===== src/core/dca_pkg.sv =====
// Purpose: shared constants, states and carriers of the dma address/count/status block
// Assumes: apb with 32-bit data, one aligned word per register
// Notes:   per-channel registers repeat every 16 bytes
package dca_pkg;
  localparam int         NCH          = 8;
  localparam int         COUNT_W      = 10;
  localparam logic [3:0] OFF_CTRL     = 4'h0;
  localparam logic [3:0] OFF_PADDR    = 4'h4;
  localparam logic [3:0] OFF_COUNT    = 4'h8;
  localparam logic [3:0] OFF_BASES    = 4'hc;
  localparam logic [7:0] OFF_COLL     = 8'h80;
  localparam logic [7:0] OFF_ACT      = 8'h84;
  localparam logic [7:0] OFF_RECENT   = 8'h88;
  localparam logic [7:0] OFF_ISTAT    = 8'h8c;
  localparam logic [7:0] OFF_IMASK    = 8'h90;
  localparam int         CTRL_ON_BIT  = 15;
  localparam int         CTRL_DIR_BIT = 13;
  localparam int         CTRL_HALF_BIT = 12;
  localparam int         CTRL_MODE_LSB = 0;
  localparam int         COLL_PER_LSB = 8;
  localparam int         COLL_RAM_LSB = 0;
  localparam int         ACT_LAST_LSB = 8;
  localparam int         ACT_PP_LSB   = 0;
  localparam logic [3:0] LAST_NONE    = 4'hf;
  localparam logic [15:0] ADDR_RST    = 16'h0000;
  localparam logic [15:0] RAM_STEP    = 16'h0002;

  typedef enum logic [2:0] {
    DCA_IDLE = 3'b001,
    DCA_RD   = 3'b010,
    DCA_WR   = 3'b100
  } dca_fsm_e;

  // one data-mover access: ram=1 targets dma ram, ram=0 the peripheral space
  typedef struct packed {
    logic        en;
    logic        ram;
    logic [15:0] addr;
    logic [15:0] data;
  } dca_port_s;

  // software write seen on the cpu side of the same ram/peripheral space
  typedef struct packed {
    logic        wr;
    logic        ram;
    logic [15:0] addr;
  } dca_cpu_s;

  // mode[1] ping-pong, mode[0] one-shot
  typedef struct packed {
    logic       channel_on;
    logic       dir;
    logic       half;
    logic [1:0] mode;
  } dca_ctrl_s;
endpackage


===== src/core/dca_apb.sv =====
// Purpose: apb slave front with no wait states
// Assumes: decode and read mux come from the register owner
// Notes:   read data is latched in the setup cycle so prdata is a flop
module dca_apb (
  input  logic        pclk,
  input  logic        presetn,
  input  logic        psel,
  input  logic        penable,
  input  logic        pwrite,
  input  logic        hit,
  input  logic [31:0] rdata,
  output logic        pready,
  output logic        pslverr,
  output logic [31:0] prdata,
  output logic        wr_fire
);
  typedef struct packed {
    logic        ready;
    logic        err;
    logic [31:0] rdata;
  } dca_apb_s;

  dca_apb_s st_reg;
  dca_apb_s st_next;

  always_comb begin
    st_next       = st_reg;
    st_next.ready = psel & ~penable;
    st_next.err   = psel & ~penable & ~hit;
    st_next.rdata = (psel & ~penable & ~pwrite & hit) ? rdata : 32'h0;
  end

  always_ff @(posedge pclk or negedge presetn) begin
    if (!presetn) begin
      st_reg <= '0;
    end else begin
      st_reg <= st_next;
    end
  end

  // unmapped writes are dropped, the error answer tells software
  assign wr_fire = psel & penable & pwrite & st_reg.ready & ~st_reg.err;
  assign pready  = st_reg.ready;
  assign pslverr = st_reg.err;
  assign prdata  = st_reg.rdata;
endmodule // dca_apb


===== src/core/dca_arb.sv =====
// Purpose: fixed-priority pick of one pending channel
// Assumes: lowest channel number wins
// Notes:   pure logic, no state
module dca_arb #(
  parameter int N = dca_pkg::NCH
) (
  input  logic [N-1:0] req,
  output logic [N-1:0] gnt,
  output logic [2:0]   gnt_idx,
  output logic         any
);
  logic [N:0] below;

  // the index output is three bits wide
  if (N < 1 || N > 8) begin : g_chk
    $error("N must be 1 to 8");
  end

  assign below[0] = 1'b0;
  for (genvar i = 0; i < N; i++) begin : g_pri
    assign below[i+1] = below[i] | req[i];
    assign gnt[i]     = req[i] & ~below[i];
  end
  assign any = below[N];

  always_comb begin
    gnt_idx = 3'h0;
    for (int i = 0; i < N; i++) begin
      if (gnt[i]) begin
        gnt_idx = 3'(i);
      end
    end
  end
endmodule // dca_arb


===== src/core/dca_core.sv =====
// Purpose: address, count and shared status of an eight-channel dma mover
// Assumes: apb register access; ram and peripheral reads return data in the read cycle
// Notes:   one transfer takes three cycles: pick, read, write
//
// Implementation choices: the placing of the registers and the APB slave port.
module dca_core #(
  parameter int NCH = dca_pkg::NCH
) (
  input  logic                pclk,
  input  logic                presetn,
  input  logic                psel,
  input  logic                penable,
  input  logic                pwrite,
  input  logic [7:0]          paddr,
  input  logic [31:0]         pwdata,
  output logic [31:0]         prdata,
  output logic                pready,
  output logic                pslverr,
  input  logic [NCH-1:0]      dma_req,
  input  logic [15:0]         rd_data,
  input  dca_pkg::dca_cpu_s   cpu,
  output dca_pkg::dca_port_s  rd_port,
  output dca_pkg::dca_port_s  wr_port,
  output logic                irq
);
  if (NCH < 1 || NCH > 8) begin : g_chk
    $error("NCH must be 1 to 8");
  end

  typedef struct packed {
    dca_pkg::dca_fsm_e                       fsm;
    logic [2:0]                              cur;
    dca_pkg::dca_ctrl_s [NCH-1:0]            ctrl;
    logic [NCH-1:0][15:0]                    paddr;
    logic [NCH-1:0][15:0]                    primary_buffer_base;
    logic [NCH-1:0][15:0]                    stb;
    logic [NCH-1:0][dca_pkg::COUNT_W-1:0]    count;
    logic [NCH-1:0][dca_pkg::COUNT_W-1:0]    idx;
    logic [NCH-1:0]                          pingpong_buffer_select;
    logic [NCH-1:0]                          pend;
    logic [NCH-1:0]                          pcoll;
    logic [NCH-1:0]                          rcoll;
    logic [NCH-1:0]                          istat;
    logic [NCH-1:0]                          imask;
    logic [3:0]                              last;
    logic [15:0]                             recent;
    dca_pkg::dca_port_s                      rd;
    dca_pkg::dca_port_s                      wr;
    logic                                    irq;
  } dca_core_s;

  localparam dca_core_s RST = '{
    fsm:     dca_pkg::DCA_IDLE,
    last:    dca_pkg::LAST_NONE,
    recent:  dca_pkg::ADDR_RST,
    default: '0
  };

  dca_core_s      st_reg;
  dca_core_s      st_next;
  logic [2:0]     wch;
  logic           ch_ok;
  logic           hit;
  logic           wr_fire;
  logic [31:0]    rdata;
  logic [NCH-1:0] arb_req;
  logic [NCH-1:0] gnt;
  logic [2:0]     gidx;
  logic           gany;
  logic [NCH-1:0] on_vec;
  logic [NCH-1:0] cur_oh;
  logic [NCH-1:0] set_pc;
  logic [NCH-1:0] set_rc;
  logic [NCH-1:0] set_done;
  logic [NCH-1:0] clr_pc;
  logic [NCH-1:0] clr_rc;
  logic [NCH-1:0] clr_done;
  logic           blk_end;
  logic           clash;

  function automatic logic [15:0] ram_addr(input logic [15:0] base,
                                           input logic [dca_pkg::COUNT_W-1:0] i);
    ram_addr = 16'(base + 16'(16'(i) * dca_pkg::RAM_STEP));
  endfunction

  function automatic logic [31:0] ctrl_word(input dca_pkg::dca_ctrl_s c);
    logic [31:0] w;
    w = 32'h0;
    w[dca_pkg::CTRL_ON_BIT]   = c.channel_on;
    w[dca_pkg::CTRL_DIR_BIT]  = c.dir;
    w[dca_pkg::CTRL_HALF_BIT] = c.half;
    w[dca_pkg::CTRL_MODE_LSB +: 2] = c.mode;
    ctrl_word = w;
  endfunction

  assign wch   = paddr[6:4];
  assign ch_ok = ~paddr[7] && (paddr[1:0] == 2'h0) && (int'(wch) < NCH);
  assign hit   = ch_ok || paddr == dca_pkg::OFF_COLL || paddr == dca_pkg::OFF_ACT
                 || paddr == dca_pkg::OFF_RECENT || paddr == dca_pkg::OFF_ISTAT
                 || paddr == dca_pkg::OFF_IMASK;

  dca_apb u_apb (
    .pclk    (pclk),
    .presetn (presetn),
    .psel    (psel),
    .penable (penable),
    .pwrite  (pwrite),
    .hit     (hit),
    .rdata   (rdata),
    .pready  (pready),
    .pslverr (pslverr),
    .prdata  (prdata),
    .wr_fire (wr_fire)
  );

  for (genvar c = 0; c < NCH; c++) begin : g_on
    assign on_vec[c] = st_reg.ctrl[c].channel_on;
    assign cur_oh[c] = (st_reg.cur == 3'(c));
  end

  // the mover only asks for a new pick while idle
  assign arb_req = st_reg.pend & on_vec & {NCH{st_reg.fsm == dca_pkg::DCA_IDLE}};

  dca_arb #(.N(NCH)) u_arb (
    .req     (arb_req),
    .gnt     (gnt),
    .gnt_idx (gidx),
    .any     (gany)
  );

  assign blk_end = st_reg.fsm == dca_pkg::DCA_WR && st_reg.idx[st_reg.cur] == st_reg.count[st_reg.cur];
  assign clash   = st_reg.fsm == dca_pkg::DCA_WR && cpu.wr && cpu.ram == st_reg.wr.ram
                   && cpu.addr == st_reg.wr.addr;

  // read mux
  always_comb begin
    rdata = 32'h0;
    if (ch_ok) begin
      case (paddr[3:0])
        dca_pkg::OFF_CTRL:  rdata = ctrl_word(st_reg.ctrl[wch]);
        dca_pkg::OFF_PADDR: rdata = {16'h0, st_reg.paddr[wch]};
        dca_pkg::OFF_COUNT: rdata = {22'h0, st_reg.count[wch]};
        dca_pkg::OFF_BASES: rdata = {st_reg.stb[wch], st_reg.primary_buffer_base[wch]};
        default:            rdata = 32'h0;
      endcase
    end else begin
      case (paddr)
        dca_pkg::OFF_COLL:   rdata = {16'h0, 8'(st_reg.pcoll), 8'(st_reg.rcoll)};
        dca_pkg::OFF_ACT:    rdata = {16'h0, 4'h0, st_reg.last, 8'(st_reg.pingpong_buffer_select)};
        dca_pkg::OFF_RECENT: rdata = {16'h0, st_reg.recent};
        dca_pkg::OFF_ISTAT:  rdata = {24'h0, 8'(st_reg.istat)};
        dca_pkg::OFF_IMASK:  rdata = {24'h0, 8'(st_reg.imask)};
        default:             rdata = 32'h0;
      endcase
    end
  end

  always_comb begin
    st_next  = st_reg;
    st_next.rd.en = 1'b0;
    st_next.wr.en = 1'b0;
    set_pc   = '0;
    set_rc   = '0;
    set_done = '0;
    clr_pc   = '0;
    clr_rc   = '0;
    clr_done = '0;

    // mover
    unique case (st_reg.fsm)
      dca_pkg::DCA_IDLE: begin
        if (gany) begin
          st_next.cur     = gidx;
          st_next.fsm     = dca_pkg::DCA_RD;
          st_next.rd.en   = 1'b1;
          st_next.rd.ram  = st_reg.ctrl[gidx].dir;
          st_next.rd.addr = st_reg.ctrl[gidx].dir
                            ? ram_addr(st_reg.pingpong_buffer_select[gidx] ? st_reg.stb[gidx] : st_reg.primary_buffer_base[gidx], st_reg.idx[gidx])
                            : st_reg.paddr[gidx];
          st_next.rd.data = 16'h0;
        end
      end
      dca_pkg::DCA_RD: begin
        st_next.fsm     = dca_pkg::DCA_WR;
        st_next.wr.en   = 1'b1;
        st_next.wr.ram  = ~st_reg.rd.ram;
        st_next.wr.addr = st_reg.rd.ram
                          ? st_reg.paddr[st_reg.cur]
                          : ram_addr(st_reg.pingpong_buffer_select[st_reg.cur] ? st_reg.stb[st_reg.cur] : st_reg.primary_buffer_base[st_reg.cur],
                                     st_reg.idx[st_reg.cur]);
        st_next.wr.data = rd_data;
      end
      dca_pkg::DCA_WR: begin
        st_next.fsm    = dca_pkg::DCA_IDLE;
        st_next.last   = {1'b0, st_reg.cur};
        st_next.recent = st_reg.wr.ram ? st_reg.wr.addr : st_reg.rd.addr;
        if (clash) begin
          set_pc = cur_oh & {NCH{~st_reg.wr.ram}};
          set_rc = cur_oh & {NCH{st_reg.wr.ram}};
        end
        if (st_reg.ctrl[st_reg.cur].half
            && st_reg.idx[st_reg.cur] == (st_reg.count[st_reg.cur] >> 1)) begin
          set_done = cur_oh;
        end
        if (blk_end) begin
          st_next.idx[st_reg.cur] = '0;
          if (!st_reg.ctrl[st_reg.cur].half) begin
            set_done = cur_oh;
          end
          if (st_reg.ctrl[st_reg.cur].mode[1]) begin
            st_next.pingpong_buffer_select[st_reg.cur] = ~st_reg.pingpong_buffer_select[st_reg.cur];
          end
          // one-shot ping-pong stops only after the secondary buffer is filled
          if (st_reg.ctrl[st_reg.cur].mode[0]
              && (!st_reg.ctrl[st_reg.cur].mode[1] || st_reg.pingpong_buffer_select[st_reg.cur])) begin
            st_next.ctrl[st_reg.cur].channel_on = 1'b0;
          end
        end else begin
          st_next.idx[st_reg.cur] = 10'(st_reg.idx[st_reg.cur] + 10'h1);
        end
      end
    endcase

    // software writes follow the mover so a write to ctrl wins over the one-shot stop
    if (wr_fire) begin
      if (ch_ok) begin
        case (paddr[3:0])
          dca_pkg::OFF_CTRL: begin
            st_next.ctrl[wch].channel_on = pwdata[dca_pkg::CTRL_ON_BIT];
            st_next.ctrl[wch].dir        = pwdata[dca_pkg::CTRL_DIR_BIT];
            st_next.ctrl[wch].half       = pwdata[dca_pkg::CTRL_HALF_BIT];
            st_next.ctrl[wch].mode       = pwdata[dca_pkg::CTRL_MODE_LSB +: 2];
            // turning a channel on restarts its block from the primary buffer
            if (!st_reg.ctrl[wch].channel_on && pwdata[dca_pkg::CTRL_ON_BIT]) begin
              st_next.idx[wch]  = '0;
              st_next.pingpong_buffer_select[wch] = 1'b0;
            end
          end
          dca_pkg::OFF_PADDR: st_next.paddr[wch] = pwdata[15:0];
          dca_pkg::OFF_COUNT: st_next.count[wch] = pwdata[dca_pkg::COUNT_W-1:0];
          dca_pkg::OFF_BASES: begin
            st_next.primary_buffer_base[wch] = pwdata[15:0];
            st_next.stb[wch] = pwdata[31:16];
          end
          default: st_next.primary_buffer_base[wch] = st_reg.primary_buffer_base[wch];
        endcase
      end else begin
        case (paddr)
          dca_pkg::OFF_COLL: begin
            clr_pc = NCH'(pwdata[dca_pkg::COLL_PER_LSB +: 8]);
            clr_rc = NCH'(pwdata[dca_pkg::COLL_RAM_LSB +: 8]);
          end
          dca_pkg::OFF_ISTAT: clr_done = NCH'(pwdata[7:0]);
          dca_pkg::OFF_IMASK: st_next.imask = NCH'(pwdata[7:0]);
          default:            st_next.imask = st_reg.imask;
        endcase
      end
    end

    // a request arriving in its grant cycle stays pending
    st_next.pend  = (st_reg.pend & ~gnt) | (dma_req & on_vec);
    // hardware set beats a write-one-to-clear in the same cycle
    st_next.pcoll = (st_reg.pcoll & ~clr_pc) | set_pc;
    st_next.rcoll = (st_reg.rcoll & ~clr_rc) | set_rc;
    st_next.istat = (st_reg.istat & ~clr_done) | set_done;
    st_next.irq   = |(st_next.istat & st_next.imask);
  end

  always_ff @(posedge pclk or negedge presetn) begin
    if (!presetn) begin
      st_reg <= RST;
    end else begin
      st_reg <= st_next;
    end
  end

  assign rd_port = st_reg.rd;
  assign wr_port = st_reg.wr;
  assign irq     = st_reg.irq;
endmodule // dca_core


===== config.mk =====
export PLATFORM = sky130hd
export DESIGN_NAME = dca_core
export DESIGN_NICKNAME = d
export VERILOG_FILES = /design/src/core/dca_pkg.sv /design/src/core/dca_apb.sv /design/src/core/dca_arb.sv /design/src/core/dca_core.sv
export SDC_FILE = /design/constraint.sdc
export NUM_CORES = 2
export LEC_CHECK = 0
export BUFFER_PORTS_ARGS = -buffer_cell sky130_fd_sc_hd__buf_2
export CAP_MARGIN = 30
export CORE_MARGIN = 5
export CORE_UTILIZATION = 45
export CTS_BUF_LIST = sky130_fd_sc_hd__clkbuf_8
export CTS_CLUSTER_SIZE = 40
export DETAILED_ROUTE_END_ITERATION = 7
export GPL_TIMING_DRIVEN = 0
export MAX_ROUTING_LAYER = met4
export PLACE_DENSITY_LB_ADDON = 0.3
export SLEW_MARGIN = 20
export SYNTH_ARGS = -nofsm -noshare
export SYNTH_HDL_FRONTEND = slang
export SYNTH_HIERARCHICAL = 1
export SYNTH_SLANG_ARGS = --single-unit

===== constraint.sdc =====
create_clock -name pclk -period 8.2 [get_ports pclk]
set_input_delay 1.23 -clock pclk [delete_from_list [all_inputs] [get_ports pclk]]
set_output_delay 1.23 -clock pclk [all_outputs]
set_load 0.02 [all_outputs]

Yosys cells after proc, flatten, opt, wreduce, memory -nomap -nowiden
Cells that the tools add are included.
Cells by class
  add/sub/neg operators: 3
  magnitude comparators: 5
  equal/unequal tests: 23
  mux-type cells: 125
  bitwise operators: 62
  reductions and logical operators: 28
Operator list (count)
  $mux 592: 2
  $bwmux 128: 4
  $bmux 16 s3: 9
  $mux 88: 3
  $mux 128: 2
  $pmux 128 s2: 1
  $mux 16: 15
  $bwmux 40: 5
  $mux 8: 22
  $and 80x80->80: 2
  $bwmux 80: 2
  $mux 40: 4
  $mux 80: 2
  $not 80->80: 2
  $pmux 32 s4: 1
  $bmux 10 s3: 4
  $mux 34: 3
  $and 8x8->8: 11
  $pmux 16 s5: 1
  $demux 5 s3: 5
  $mux 32: 2
  $demux 10 s3: 2
  $mux 10: 6
  $demux 16 s3: 1
  41 further kinds: 135
Word-level totals
  bits in registers: 745
  input bits: 87
  logic and storage cells: 339

Longest topological paths before layout
  depth in word-level cells: 18
  mapped depth: 24
  mapped depth without buffers: 20

Modules after synthesis
The synthesis kept the hierarchy.
Modules (own cells, without submodules)
  dca_core: instances 1, cells an instance 3323, area an instance 41932.7 um2, seq. area each 17798.3 um2
  dca_apb: instances 1, cells an instance 74, area an instance 1134.8 um2, seq. area each 850.8 um2
  dca_arb: instances 1, cells an instance 22, area an instance 150.1 um2, seq. area each 0.0 um2

Worst setup path before layout
Ideal clock, no wire load.
  path kind: flip-flop to flip-flop
  from: register st_reg[724] (netlist bit)
  to: register st_reg (netlist bit rd_port[29])
  arrival time: 5.739 ns
  required time: 8.113 ns
  setup slack: 2.375 ns
  stages on the path, launching flop included: 25
  period minus slack after synthesis: 5.825 ns
  cell sequence: dfstp_2 > nor3b_1 > and3_1 > inv_1 > a21oi_1 > a21o_1 > clkbuf_1 > buf_2 > buf_2 > buf_2 > buf_1 > mux4_2 > nand2_1 > nand2_1 > ha_1 > inv_1 > fa_1 > nand2b_1 > a21oi_1 > nor3_1 > nor2_1 > a221oi_1 > nor2_1 > xnor2_1 > o211ai_1
Between the ends
  word-level cells in the longest chain between the ends: 16
  elaborated cells between the ends (all ways): 46
  those cells by class: add/sub (1); eq/ne (1); mux (21); bitwise (22); reduce/logical (1)
RTL lines
  from (decl): line dca_core.sv:59  | dca_core_s st_reg;
  from (signal assigned): line dca_core.sv:273  | st_reg <= st_next;
  $eq 3x1->1 *: line dca_core.sv:122  | assign arb_req = st_reg.pend & on_vec & {NCH{st_reg.fsm == dca_pkg::DCA_IDLE}};
  $and 8x8->8 *: line dca_core.sv:122
  named net arb_req[1]: line dca_core.sv:66  | logic [NCH-1:0] arb_req;
  $or 1x1->1: line dca_arb.sv:21  | assign below[i+1] = below[i] | req[i];
  $not 1->1 / $or 1x1->1 (equally long branches): line dca_arb.sv:22, dca_arb.sv:21
  $and 1x1->1 (tied with other cells): line dca_arb.sv:22  | assign gnt[i] = req[i] & ~below[i];
  $mux 3 (tied with other cells) (4 in a row): line dca_arb.sv:29  | if (gnt[i]) begin
  $mux 3 / $and 1x1->1 (equally long branches): line dca_arb.sv:29, dca_arb.sv:22
  $mux 3 *: line dca_arb.sv:29
  named net gidx[0]: line dca_core.sv:68  | logic [2:0] gidx;
  $bmux 16 s3 / $bmux 1 s3 (equally long branches): line dca_core.sv:178  | ? ram_addr(st_reg.pingpong_buffer_select[gidx] ? st_reg.stb[gidx] : st_reg.primary_buffer_base[gidx], st_reg.i ...
  $mux 16 (not written as such) / $mux 1 (equally long branches): line dca_core.sv:178
  $mux 16: line dca_core.sv:178
  $add 16x11->16: line dca_core.sv:83  | ram_addr = 16'(base + 16'(16'(i) * dca_pkg::RAM_STEP));
  $mux 16 *: line dca_core.sv:178
Mark *: on every way through the listed nets, which the timed path passes. The rest lies on a longest branch. The select of a mux whose other input is x is not followed.
A chain may end at the register's enable or synchronous reset.

Worst setup path after layout
  from: register st_reg[724] (netlist bit)
  to: register st_reg (netlist bit rd_port[31])
Between the ends
  elaborated cells between the ends (all ways): 46
  those cells by class: add/sub (1); eq/ne (1); mux (21); bitwise (22); reduce/logical (1)
RTL lines (line)
  $eq 3x1->1 *: dca_core.sv:122
  $and 8x8->8 *: dca_core.sv:122
  named net arb_req[2]: dca_core.sv:66
  $or 1x1->1: dca_arb.sv:21
  $not 1->1 / $or 1x1->1 (equally long branches): dca_arb.sv:22, dca_arb.sv:21
  $and 1x1->1 (tied with other cells): dca_arb.sv:22
  $mux 3 (tied with other cells) (3 in a row): dca_arb.sv:29
  $mux 3 / $and 1x1->1 (equally long branches): dca_arb.sv:29, dca_arb.sv:22
  $mux 3 *: dca_arb.sv:29
  named net gidx[1]: dca_core.sv:68
  $bmux 16 s3 / $bmux 1 s3 (equally long branches): dca_core.sv:178
  $mux 16 (not written as such) / $mux 1 (equally long branches): dca_core.sv:178
  $mux 16: dca_core.sv:178
  $add 16x11->16: dca_core.sv:83
  $mux 16 *: dca_core.sv:178
Marks and branches as above.

==> impl_results.md <==
- Status: finished, violations left
- Failing checks: DRC
- Clk slew on worst S/H paths: 0.06 ns
- Post-layout min period: 8.01 ns
- Clk_lat worst skew: 0.83 ns
- Worst slack, placed: -0.145 ns
- Worst VDD drop: 0.000121 V
- CTS tree: yes
- Wire per inst: 32.2 µm
- Xor/xnor share of the synthesized area: 1.34%
- Yosys cell types: 79
- Die W: 320 µm
- Fillers: 8323
- Die area: 102000 µm²
- Routed wire length: 166000 µm
- Core area: 95200 µm²
- Worst r2r src: st_reg[724]
- Setup ws final: 0.187 ns
- P_leak: 22.5 nW
- Worst setup SP type: flip-flop
- Setup bufs post-CTS: 0
- Multi-input gate area: 22800 µm²
- Max FO, Critical Path: 19
- Post-synth top area cell: dfrtp_1
- PostCTS Resize Cnt: 2
- DRT Pass-1 Iters: 8
- Worst slew pin tran: 1.17 ns
- Internal power: 5.66 mW
- Reg area: 18600 µm²
- Tcrit/Tclk final: 97.7%
- Starting density of the core: 45.4%
- Initial antenna violation count: 8
- Fin. Hold Viols: 0
- Total Routing Usage GR: 32.7%
- Vias in the first global route: 33300
- Largest family of logic cells by synthesized area: multiplexers
- CTS Buffer Depth: 3
- I/O Pins: 190
- Compound-Gate Fraction of Synth Area: 7.52%
- Mean Syn Cell Area: 12.6 µm²
- Top cells by area, synth: dfrtp_1 43%, mux4_2 18%, mux2_2 14%
- Final HPWL DP: 121000 µm
- CP max stage delay: 0.74 ns
- Crit path kind: flip-flop to flip-flop
- Chip Height: 320 µm
- EDFF count, synth: 0
- Number of flip-flops in the largest register: 650
- Multiplexer area fraction after synthesis: 35.6%
- H-tree levels: 4
- First-pass GRT wire length: 237000 µm
- Row Count: 113
- Cell Pwr Density: 155 nW/µm²
- Adder-Cell Fraction of Synth Area: 0.701%
- Switch Pwr: 1.94 mW
- Cts bufs inserted: 135
- Sw frac: 25.5%
- Worst Hold Class: primary input to async pin
- TNS Setup: 0 ns
- Mapped cell area: 43200 µm²
- R2r worst-path depth: 22
- Detail Route Antenna Nets: 0
- Yosys Warn Count: 6
- Nets: 3883
- Initial drt markers: 4557
- Share of cells above drive strength 1: 37.8%
- Sequential power share: 48.6%
- Asr flop ratio synth: 100%
- I/O Buffers: 160
- CP max-delay cell: a211oi_1
- Pin count of the biggest net entering global routing: 97
- Slew Limit Fails: 0
- Simple-Gate Fraction of Synth Area: 7.32%
- Layout Utilization: 51.5%
- Worst EP arrival: 8.74 ns
- Vias: 33700
- FF+latch count, synth: 745
- Finish-stage setup viols: 0
- Post-synth top flop: dfrtp_1
- Worst r2r dst: rd_port[31]
- Max Clk Rate: 125 MHz
- Reg2Reg Setup Slack: 0.19 ns
- Part of the power in combinational logic: 4.5%
- Max-cap violations: 0
- Area growth syn-to-layout: 13.3%
- WP data required: 8.93 ns
- Worst Skew: 0.0473 ns
- Grt ovf: 0
- DR DRC count: 2
- Root Buffer: clkbuf_8
- Cells after Synth: 3419
- Worst Setup End Kind: flip-flop
- Total clock sinks: 745
- Max-slew headroom: 19.7%
- Post-synth top area share: 42.8%
- Clock power frac: 46.9%
- Worst path cell trace: nor3b_4, and3_1, nor2_1, a211oi_1, buf_2, clkbuf_1, buf_2, clkbuf_1, mux4_2, nand2_1, nand2_1, ha_1, inv_1, fa_1, nand2b_1, a21oi_1, nor3_1, nor2_1, a221oi_1, nor3b_1, xnor2_1, o21ai_0
- Unrepaired setup endpoints after global routing: no
- Gpl congestion: 1.03
- Seq/Total Area, Yosys: 43.2%
- Vias per std cell: 6.54
- # hold bufs at CTS: 0
## cells in the final DEF (no fill, tap or decap), types with 8 or more instances in the layout
master / count
a211oi_1: 12
a21oi_1: 72
a222oi_1: 9
a22o_1: 58
a22oi_1: 19
a31oi_1: 10
a32o_1: 25
and2_1: 35
and3_1: 20
buf_1: 35
buf_16: 8
buf_2: 222
buf_4: 83
buf_6: 21
buf_8: 10
clkbuf_1: 140
clkbuf_8: 172
clkinv_2: 18
conb_1: 16
dfrtp_1: 740
diode_2: 10
ha_1: 21
inv_1: 82
mux2_2: 519
mux2i_1: 161
mux4_2: 351
nand2_1: 352
nand3_1: 38
nand4_1: 14
nor2_1: 131
nor2b_1: 17
nor3_1: 20
nor4_1: 8
o211ai_1: 10
o21a_1: 10
o21ai_0: 157
o22ai_1: 50
xnor2_1: 52
xor2_1: 14
## routing by layer
| layer | wire [µm] | GRT usage, % | share of wire (%) | up-vias |
|---|---|---|---|---|
| met5 | 0 | - | 0 | - |
| met4 | 9840 | 16.4 | 5.9 | 0 |
| met3 | 20400 | 10.3 | 12 | 479 |
| met2 | 72600 | 46.7 | 44 | 2352 |
| met1 | 62800 | 42.2 | 38 | 17300 |
| li1 | - | - | - | 13600 |
## final cells by class
| cell class | count | share of cell area [%] |
|---|---|---|
| clock inverter | 62 | 0.603 |
| multi-input combinational | 2315 | 46.5 |
| clock buffer | 172 | 4.83 |
| antenna | 10 | 0.0511 |
| tap | 1265 | 3.23 |
| buffer | 323 | 3.48 |
| sequential | 745 | 38.1 |
| timing repair buffer | 204 | 2.84 |
| inverter | 49 | 0.375 |
## worst max-delay path by stage
stage           startpoint                to  slack (ns)  cells after the start
6_report       st_reg[724]       rd_port[31]        0.19                     22
4_1_cts        st_reg[724]       rd_port[31]        0.25                     24
3_5_place_dp   st_reg[724]       rd_port[31]       -0.14                     22
5_1_grt        st_reg[724]       rd_port[31]        0.13                     22
3_3_place_gp       presetn  u_apb/prdata[28]      -10.49                      1
2_1_floorplan  st_reg[724]       rd_port[29]        2.37                     24
## logic make-up (layout without fill, tap and decap cells)
kind of cell             Yosys count  count (layout)
multiplexers                    1033            1033
AO/OA/AOI/OAI                    487             487
buffers and inverters            374             810
other                              1              26
XOR/XNOR                          66              66
flip-flops                       745             745
adder cells (fa/ha/maj)           23              23
AND/OR/NAND/NOR                  690             690
## Yosys cell counts, types with 19 or more instances
library cell  instances
o21ai_0             157
nand3_1              38
nand2_1             352
inv_1                47
and3_1               20
buf_2                52
clkbuf_1            145
mux2_2              519
a22oi_1              19
xnor2_1              52
mux4_2              351
and2_1               35
nor3_1               22
o22ai_1              50
a32o_1               25
nor2_1              131
mux2i_1             161
ha_1                 21
a22o_1               58
dfrtp_1             740
buf_1                41
a21oi_1              74
buf_4                74
## worst max-delay path, delay by kind of cell, from the launching register on
kind	cells	cell delay, ns
AOI/OAI and AO/OA	4	1.63
buffers and inverters	5	2.76
muxes	1	0.42
adders and majority gates	2	0.46
DFF	1	0.56
xor gates and xnor gates	1	0.16
and+or+nand+nor	9	1.87
## power by group through the flow
stage          Combinational (mW)  Sequential (mW)  Clock (mW)
6_report                    0.342             3.69        3.56
2_1_floorplan               0.129             3.76           0
3_5_place_dp                0.336             3.76           0
5_1_grt                     0.363             3.69        3.76
4_1_cts                     0.337             3.69        3.59
3_3_place_gp                0.318             3.76           0
## stage by stage
stage                     total power [mW]  hold WS, ns  instance area (µm²)  cells
final                                 7.60        0.379                49000   5145
after global routing                  7.81        0.418                49000   5142
after floorplan                       3.89        0.439                43300   3434
after CTS                             7.62        0.359                48800   5124
after detailed placement              4.09        0.458                46200   4891
after global placement                4.08        0.449                45700   4859
No activity file was read; power rests on OpenSTA's default activity.
